**config.mk**
```make
export PLATFORM = sky130hd
export DESIGN_NAME = adcc_top
export DESIGN_NICKNAME = d
export VERILOG_FILES = /design/src/adcc_pkg.sv /design/src/adcc_conv_if.sv /design/src/adcc_seq.sv /design/src/adcc_top.sv
export SDC_FILE = /design/constraint.sdc
export NUM_CORES = 1
export LEC_CHECK = 0
export BUFFER_PORTS_ARGS = -buffer_cell sky130_fd_sc_hd__buf_2
export CORE_MARGIN = 10
export CORE_UTILIZATION = 31
export CTS_CLUSTER_SIZE = 16
export DETAILED_ROUTE_END_ITERATION = 7
export GPL_TIMING_DRIVEN = 1
export SLEW_MARGIN = 40
export SYNTH_ARGS = -nofsm -noshare
export SYNTH_HDL_FRONTEND = slang
export SYNTH_SLANG_ARGS = --single-unit
```
**constraint.sdc**
```tcl
create_clock -name clk_i -period 1.75 [get_ports clk_i]
set_input_delay 0.175 -clock clk_i [delete_from_list [all_inputs] [get_ports clk_i]]
set_output_delay 0.175 -clock clk_i [all_outputs]
set_load 0.005 [all_outputs]
```
**src/adcc_pkg.sv**
```systemverilog
// package of constants and types for the converter control block
package adcc_pkg;
  localparam logic [11:0] ADCC_OFS_CTRL   = 12'h000;
  localparam logic [11:0] ADCC_OFS_RESULT = 12'h004;
  localparam logic [11:0] ADCC_OFS_AMP    = 12'h008;
  localparam logic [11:0] ADCC_OFS_ISTAT  = 12'h00C;
  localparam logic [11:0] ADCC_OFS_IMASK  = 12'h010;
  localparam int ADCC_BIT_DONE  = 7;
  localparam int ADCC_BIT_FAST  = 6;
  localparam int ADCC_BIT_POWER = 5;
  localparam int ADCC_BIT_SLOW  = 3;
  localparam int ADCC_BIT_AMP_SELECT = 2;
  localparam logic [7:0] ADCC_CTRL_WMASK = 8'h67;
  localparam logic [7:0] ADCC_AMP_WMASK  = 8'h0C;
  localparam logic [7:0] ADCC_RST_VAL    = 8'h00;
  localparam logic [2:0] ADCC_CHAN_MAX   = 3'h4;
  // converter clock cycles taken by one conversion
  localparam logic [3:0] ADCC_CONV_TICKS = 4'h9;
  localparam logic [1:0] ADCC_DIV_MAX    = 2'h3;
  typedef enum logic [1:0] {
    ADCC_IDLE = 2'b00,
    ADCC_CONV = 2'b01,
    ADCC_WAIT = 2'b10
  } adcc_state_t;
endpackage

```
**src/adcc_conv_if.sv**
```systemverilog
// interface between control logic and conversion sequencer
`timescale 1ns/1ps
interface adcc_conv_if;
  logic       start;
  logic       abort;
  logic       tick;
  logic       done;
  logic [7:0] data;
  modport ctrl (output start, output abort, output tick, input done, input data);
  modport seq  (input start, input abort, input tick, output done, output data);
endinterface

```
**src/adcc_seq.sv**
```systemverilog
// conversion sequencer: counts converter ticks and returns the sampled byte
`timescale 1ns/1ps
module adcc_seq
  import adcc_pkg::*;
(
  // clock and reset
  input  wire logic  clk_i,
  input  wire logic  rst_i,
  // control side
  adcc_conv_if.seq   cv,
  // analog front end result, synchronised by caller
  input  wire logic [7:0] sample_i
);
  typedef struct packed {
    adcc_state_t st;
    logic [3:0]  cnt;
    logic        done;
    logic [7:0]  data;
  } adcc_seq_s_t;
  adcc_seq_s_t s_r;
  adcc_seq_s_t s_nxt;
  always_comb begin
    s_nxt = s_r;
    s_nxt.done = 1'b0;
    unique case (s_r.st)
      ADCC_IDLE: begin
        if (cv.start) begin
          s_nxt.st = ADCC_CONV;
          s_nxt.cnt = 4'h0;
        end
      end
      ADCC_CONV: begin
        if (cv.tick) begin
          if (s_r.cnt == ADCC_CONV_TICKS - 4'h1) begin
            s_nxt.st = ADCC_WAIT;
          end else begin
            s_nxt.cnt = s_r.cnt + 4'h1;
          end
        end
      end
      ADCC_WAIT: begin
        s_nxt.done = 1'b1;
        s_nxt.data = sample_i;
        s_nxt.st = ADCC_IDLE;
      end
      default: s_nxt.st = ADCC_IDLE;
    endcase
    // abort wins; a start in the same cycle restarts at once
    if (cv.abort) begin
      s_nxt.done = 1'b0;
      s_nxt.cnt = 4'h0;
      s_nxt.st = cv.start ? ADCC_CONV : ADCC_IDLE;
    end
  end
  always_ff @(posedge clk_i or posedge rst_i) begin
    if (rst_i) begin
      s_r <= '0;
    end else begin
      s_r <= s_nxt;
    end
  end
  assign cv.done = s_r.done;
  assign cv.data = s_r.data;
endmodule

```
**src/adcc_top.sv**
```systemverilog
// converter control registers with apb slave, clock divider and interrupt
`timescale 1ns/1ps
module adcc_top
  import adcc_pkg::*;
(
  // clock and reset
  input  wire logic        clk_i,
  input  wire logic        rst_i,
  // apb slave
  input  wire logic        psel_i,
  input  wire logic        penable_i,
  input  wire logic        pwrite_i,
  input  wire logic [11:0] paddr_i,
  input  wire logic [31:0] pwdata_i,
  output logic      [31:0] prdata_o,
  output logic             pready_o,
  output logic             pslverr_o,
  // analog front end
  input  wire logic [7:0]  sample_i,
  output logic             power_on_o,
  output logic             amp_route_o,
  output logic [2:0]       channel_o,
  output logic             conv_tick_o,
  // interrupt
  output logic             irq_o
);
  import adcc_pkg::*;

  typedef struct packed {
    logic [7:0]  ctrl;
    logic [7:0]  result;
    logic [7:0]  amp;
    logic [1:0]  div;
    logic        istat;
    logic        imask;
    logic [7:0]  smp1;
    logic [7:0]  smp2;
    logic [31:0] prdata;
    logic        pready;
    logic        pslverr;
    logic        start;
    logic        irq;
    logic        tick;
    logic        route;
  } adcc_top_s_t;

  adcc_top_s_t s_r;
  adcc_top_s_t s_nxt;
  adcc_conv_if cv ();

  logic acc;
  logic wr;
  logic rd;
  logic tick_c;
  logic pwr;

  assign acc = psel_i & penable_i & ~s_r.pready;
  assign wr  = acc & pwrite_i;
  assign rd  = acc & ~pwrite_i;
  assign pwr = s_r.ctrl[ADCC_BIT_POWER];

  // converter clock enable from cpu clock
  always_comb begin
    if (s_r.amp[ADCC_BIT_SLOW]) begin
      tick_c = (s_r.div == ADCC_DIV_MAX);
    end else if (s_r.ctrl[ADCC_BIT_FAST]) begin
      tick_c = 1'b1;
    end else begin
      tick_c = s_r.div[0];
    end
  end

  always_comb begin
    s_nxt = s_r;
    s_nxt.pready = acc;
    s_nxt.pslverr = 1'b0;
    s_nxt.start = 1'b0;
    // sample bus comes from analog domain
    s_nxt.smp1 = sample_i;
    s_nxt.smp2 = s_r.smp1;
    s_nxt.div = pwr ? s_r.div + 2'h1 : 2'h0;
    s_nxt.tick = pwr & tick_c;
    if (rd) begin
      unique case (paddr_i)
        ADCC_OFS_CTRL:   s_nxt.prdata = {24'h0, s_r.ctrl};
        ADCC_OFS_RESULT: s_nxt.prdata = {24'h0, s_r.result};
        ADCC_OFS_AMP:    s_nxt.prdata = {24'h0, s_r.amp};
        ADCC_OFS_ISTAT:  s_nxt.prdata = {31'h0, s_r.istat};
        ADCC_OFS_IMASK:  s_nxt.prdata = {31'h0, s_r.imask};
        default: begin
          s_nxt.prdata = 32'h0;
          s_nxt.pslverr = 1'b1;
        end
      endcase
      if (paddr_i == ADCC_OFS_RESULT) begin
        s_nxt.ctrl[ADCC_BIT_DONE] = 1'b0;
      end
    end
    if (wr) begin
      unique case (paddr_i)
        ADCC_OFS_CTRL: begin
          // reserved 4:3 dropped; flag cleared by any write
          s_nxt.ctrl = pwdata_i[7:0] & ADCC_CTRL_WMASK;
          s_nxt.start = pwdata_i[ADCC_BIT_POWER];
        end
        ADCC_OFS_AMP:   s_nxt.amp = pwdata_i[7:0] & ADCC_AMP_WMASK;
        ADCC_OFS_ISTAT: s_nxt.istat = s_r.istat & ~pwdata_i[0];
        ADCC_OFS_IMASK: s_nxt.imask = pwdata_i[0];
        ADCC_OFS_RESULT: s_nxt.pslverr = 1'b1;
        default: s_nxt.pslverr = 1'b1;
      endcase
    end
    // a result arriving with a clear still sets the flag;
    // a done just after a restart belongs to the aborted run
    if (cv.done & pwr & ~s_r.start) begin
      s_nxt.result = cv.data;
      s_nxt.ctrl[ADCC_BIT_DONE] = 1'b1;
      s_nxt.istat = 1'b1;
    end
    s_nxt.irq = s_nxt.istat & s_nxt.imask;
    s_nxt.route = s_nxt.amp[ADCC_BIT_AMP_SELECT] & s_nxt.ctrl[ADCC_BIT_POWER];
  end

  always_ff @(posedge clk_i or posedge rst_i) begin
    if (rst_i) begin
      s_r <= '0;
    end else begin
      s_r <= s_nxt;
    end
  end

  // restart on a powered control write; power-off aborts too
  assign cv.start   = s_r.start;
  assign cv.abort   = s_r.start | ~pwr;
  assign cv.tick    = s_r.tick;

  adcc_seq u_seq (
    .clk_i    (clk_i),
    .rst_i    (rst_i),
    .cv       (cv.seq),
    .sample_i (s_r.smp2)
  );

  assign prdata_o    = s_r.prdata;
  assign pready_o    = s_r.pready;
  assign pslverr_o   = s_r.pslverr;
  assign power_on_o  = s_r.ctrl[ADCC_BIT_POWER];
  assign amp_route_o = s_r.route;
  assign channel_o   = s_r.ctrl[2:0];
  assign conv_tick_o = s_r.tick;
  assign irq_o       = s_r.irq;
endmodule

```
# Word level (Yosys, flattened, before mapping)
# Cells that the tools add are included.
# op_classes
n_addsub	2
n_eq_ne	12
n_mux	29
bitwise_logic	16
reduce_logical	9
# op_table
op	count
$pmux W8 S5	1
$eq A12 B4 Y1 const B	2
$mux W8	2
$mux W1	13
$eq A12 B3 Y1 const B	1
$eq A12 B5 Y1 const B	1
$logic_not A12 Y1	1
$mux W6	2
$and A1 B1 Y1	10
$mux W9	1
$ne A3 B3 Y1 const B	3
$mux W2	4
$pmux W4 S2	1
$mux W7	1
$mux W3	2
$not A1 Y1	5
$reduce_or A5 Y1	1
$add A4 B1 Y4 const B	1
$eq A2 B2 Y1 const B	2
$eq A4 B4 Y1 const B	1
$mux W4	1
$pmux W2 S2	1
$reduce_and A2 Y1	2
$reduce_and A4 Y1	1
other kinds (8)	8
# totals
regBits	89
input_bits	57
output_inout_bits	41
word_cells	89

# Logic depth before layout (Yosys ltp)
# depth
ltp_word	7
ltp_mapped	6
depth_no_buf	6

# Modules after synthesis
# A second synthesis with hierarchy kept.
# hier_totals
hier_cells	253
area_unflattened_um2	2957.8
# by_module_without_submodules
mod	n_inst	cells_each	area_each_um2	seq_area_each_um2
adcc_top	1	187	2194.6	1251.2
adcc_seq	1	66	763.2	375.4

# Least setup slack after synthesis
# Ideal clock, no wire load.
# synth_path
kind	register -> register
start	register s_r (netlist bit pready_o)
end	register s_r (netlist bit channel_o[0])
setup_time_ps	125
arrival_ps	1335
t_required_ps	1625
path_slack_ps	290
stages_incl_launch_ff	5
path_buffers	0
period_less_slack_ps	1460
path_cell_list	dfrtp_1 -> and4b_1 -> nand3_2 -> nor2_2 -> mux2_2
# synth_between
elab_chain_cells	4
# synth_lines
item	line	rtl
from (decl)	adcc_top.sv:47	adcc_top_s_t s_r;
from (signal assigned)	adcc_top.sv:128	s_r <= s_nxt;
$not A1 Y1	adcc_top.sv:57	assign acc = psel_i & penable_i & ~s_r.pready;
$and A1 B1 Y1	adcc_top.sv:57	
$and A1 B1 Y1	adcc_top.sv:58	assign wr = acc & pwrite_i;
$reduce_and A2 Y1 (no line)	n/a	
# No other way between the ends.
# A chain may end at the register's enable or synchronous reset.

# Worst setup path after layout
# layout_path
start	register s_r (netlist bit pready_o)
end	register s_r (netlist bit channel_o[1])
# The elaborated chain is that of the path after synthesis.

==> flow_metrics.tcl <==
set metrics [dict create \
    numCtsBuffers 9 \
    first_pass_iters 4 \
    overflow 0 \
    ys_seq_area_frac 0.575 \
    grt_pass1_vias 1867 \
    synth_fa_ha_area_frac 0.0133 \
    hold_start "pwdata_i[6]" \
    r2r_end "channel_o[1]$_DFFE_PP0P_" \
    endpoint_kind "register" \
    synth_edf_count 0 \
    multi_input_area_um2 970 \
    ctsResizeCount 0 \
    htree_levels 3 \
    grt_pass1_wl_mm 9.09 \
    required_ps 1960 \
    ir_drop_v 0.000546 \
    synthArstFlopShare 1.00 \
    wl_per_cell_um 13.5 \
    area.sequential_um2 1630 \
    final_cell_area_um2 3350 \
    reg2regPathDepth 5 \
    gp_congestion 0.822 \
    critPathArrivalTime_ps 1830 \
    reg2reg_from "pready_o$_DFF_PP0_" \
    synth_area_um2 2830 \
    yosys_warnings 0 \
    wirelength_mm 5.52 \
    fin_crit_ps 1610 \
    postLayoutSetupSlackWorst_ps 137 \
    drive_gt1_frac 0.327 \
    fmax_mhz 620 \
    die_width_um 115 \
    cts-hold-fix-buffers 9 \
    syn_to_final_growth_pct 18.6 \
    finalMaxSlewViolations 0 \
    tritoncts "yes" \
    synth-compound-area-share 0.0602 \
    preCtsSetupSlack_ps 157 \
    floorplan.initialDensity 0.321 \
    layout_common_cells "dfrtp_1 (65), buf_2 (47), conb_1 (24)" \
    finClkSkew_ps 3.36 \
    synth.distinct_cells 41 \
    netlist_instances 238 \
    dpl.hpwl_mm 4.23 \
    nFillCells 868 \
    yosys.area_share.simple 0.137 \
    clk_pin_slew_ps 60 \
    synthXorXnorAreaFrac 0.00620 \
    finalCritPeriodShare 0.922 \
    crit_type "register to register" \
    startpoint "pready_o$_DFF_PP0_" \
    synthMuxAreaShare 0.0943 \
    final_common_cell "dfrtp_1" \
    die_area_um2 13300 \
    rsz0062_at_grt "no" \
    coreArea_um2 8810 \
    dpl_cell_area_um2 3080 \
    track_usage 0.0878 \
    ant_nets 0 \
    fp.dieH_um 115 \
    syn_avg_cell_area_um2 11.9 \
    cts_root_buf "clkbuf_8" \
    p_per_area_nw_per_um2 862 \
    grt_max_degree 66 \
    vias_per_cell 4.38 \
    synthFlopType "dfrtp_1" \
    start_kind "register" \
    clk_latency_ps 330 \
    max_cap_violations 0 \
    status "complete, no violations" \
    drcViolationCount 0 \
    num-nets-final 356 \
    setup_viol 0 \
    cts_setup_buffers 0 \
    synth_top_family_by_area "simple AND/OR/NAND/NOR gates" \
    synth-seq-cells 65 \
    rows 34 \
    clock_path_buffers 2 \
    path_max_fanout 7 \
    diodes 0 \
    drtIter0Drc 63 \
    leakagePower_nw 1.70 \
    cts.sinks 65 \
    hold_viol_final 0 \
    port_buffers 47 \
    ios 98 \
    r2r_slack_ps 140 \
    num_vias 1787 \
    endpoint "channel_o[1]$_DFFE_PP0P_" \
    antenna_found_initial 0 \
    setup_tns_ps 0 \
    finish.utilization 0.381 \
    hp-class "primary input to register" \
]
how the worst min path moves through the flow:
stage | to | slack (ps) | depth (start not counted)
after floorplan | s_nxt[38]$_DFF_PP0_ | 210 | 0
after global placement | s_nxt[43]$_DFF_PP0_ | 280 | 1
after detailed placement | s_nxt[41]$_DFF_PP0_ | 280 | 1
after CTS | s_r[80]$_DFFE_PP0P_ | 60 | 2
after global routing | s_r[80]$_DFFE_PP0P_ | 60 | 2
final | s_r[80]$_DFFE_PP0P_ | 80 | 2
critical path, stage by stage (launching register included):
cell and delay, ps:
dfrtp_1 380, and4b_1 310, nand3_2 170, nor2_2 170, buf_4 140, mux2_2 320
report_power, final:
| group | internal, mW | switching (mW) | total (mW) | leakage, nW |
|---|---|---|---|---|
| Sequential | 1.54 | 0.0143 | 1.56 | 0.851 |
| Combinational | 0.0811 | 0.110 | 0.191 | 0.762 |
| Clock | 0.620 | 0.523 | 1.14 | 0.0915 |
| Total | 2.24 | 0.647 | 2.89 | 1.70 |
metal layers:
| layer | up-vias | share of wire | GRT usage | wire, µm |
|---|---|---|---|---|
| li1 | 877 | - | - | - |
| met1 | 854 | 0.47 | 0.108 | 2620 |
| met2 | 47 | 0.45 | 0.135 | 2510 |
| met3 | 9 | 0.052 | 0.0243 | 286 |
| met4 | 0 | 0.020 | 0.0532 | 108 |
| met5 | - | 0 | 0 | 0 |
Yosys cell counts, drive strengths merged (4+ instances only):
| master | count | area [µm²] |
|---|---|---|
| a221oi | 4 | 35.0 |
| buf | 36 | 268 |
| clkbuf | 5 | 18.8 |
| dfrtp | 65 | 1630 |
| inv | 8 | 30.0 |
| mux2 | 21 | 236 |
| nand2 | 13 | 48.8 |
| nand2b | 5 | 31.3 |
| nand3 | 7 | 40.0 |
| nand4 | 4 | 25.0 |
| nor2 | 17 | 66.3 |
| nor2b | 4 | 25.0 |
| nor3 | 6 | 35.0 |
| o21ai | 5 | 25.0 |
sequential cells by signal, summed over array words and instances (netlist names):
register       cells
prdata_o           8
power_on_o         1
amp_route_o        1
pready_o           1
s_nxt              8
u_seq.s_r          6
irq_o              1
u_seq.cv.done      1
u_seq.cv.data      8
cv.start           1
s_r               24
channel_o          3
conv_tick_o        1
pslverr_o          1
layout make-up:
| cell class | count | area share |
|---|---|---|
| clock inverter | 2 | 0.00373 |
| tap | 108 | 0.0403 |
| clock buffer | 13 | 0.0504 |
| sequential | 65 | 0.485 |
| timing repair buffer | 65 | 0.121 |
| multi-input combinational | 147 | 0.289 |
| inverter | 8 | 0.0101 |
cells by family (layout without fill, tap and decap cells):
logic type	Yosys count	after routing
muxes	24	24
DFF	65	65
AOI/OAI and AO/OA	24	24
other	1	24
buffers and inverters	49	88
adders and majority gates	3	3
xor gates and xnor gates	2	2
and+or+nand+nor	70	70
stage by stage:
step / total power [mW] / cells / hold WS (ps)
floorplan: 1.73 / 261 / 206
global placement: 1.76 / 384 / 283
detailed placement: 1.76 / 384 / 284
CTS: 2.93 / 408 / 62.1
global route: 3.04 / 408 / 59.6
finish: 2.89 / 408 / 78.6
Power figures use the tool's default switching activity.
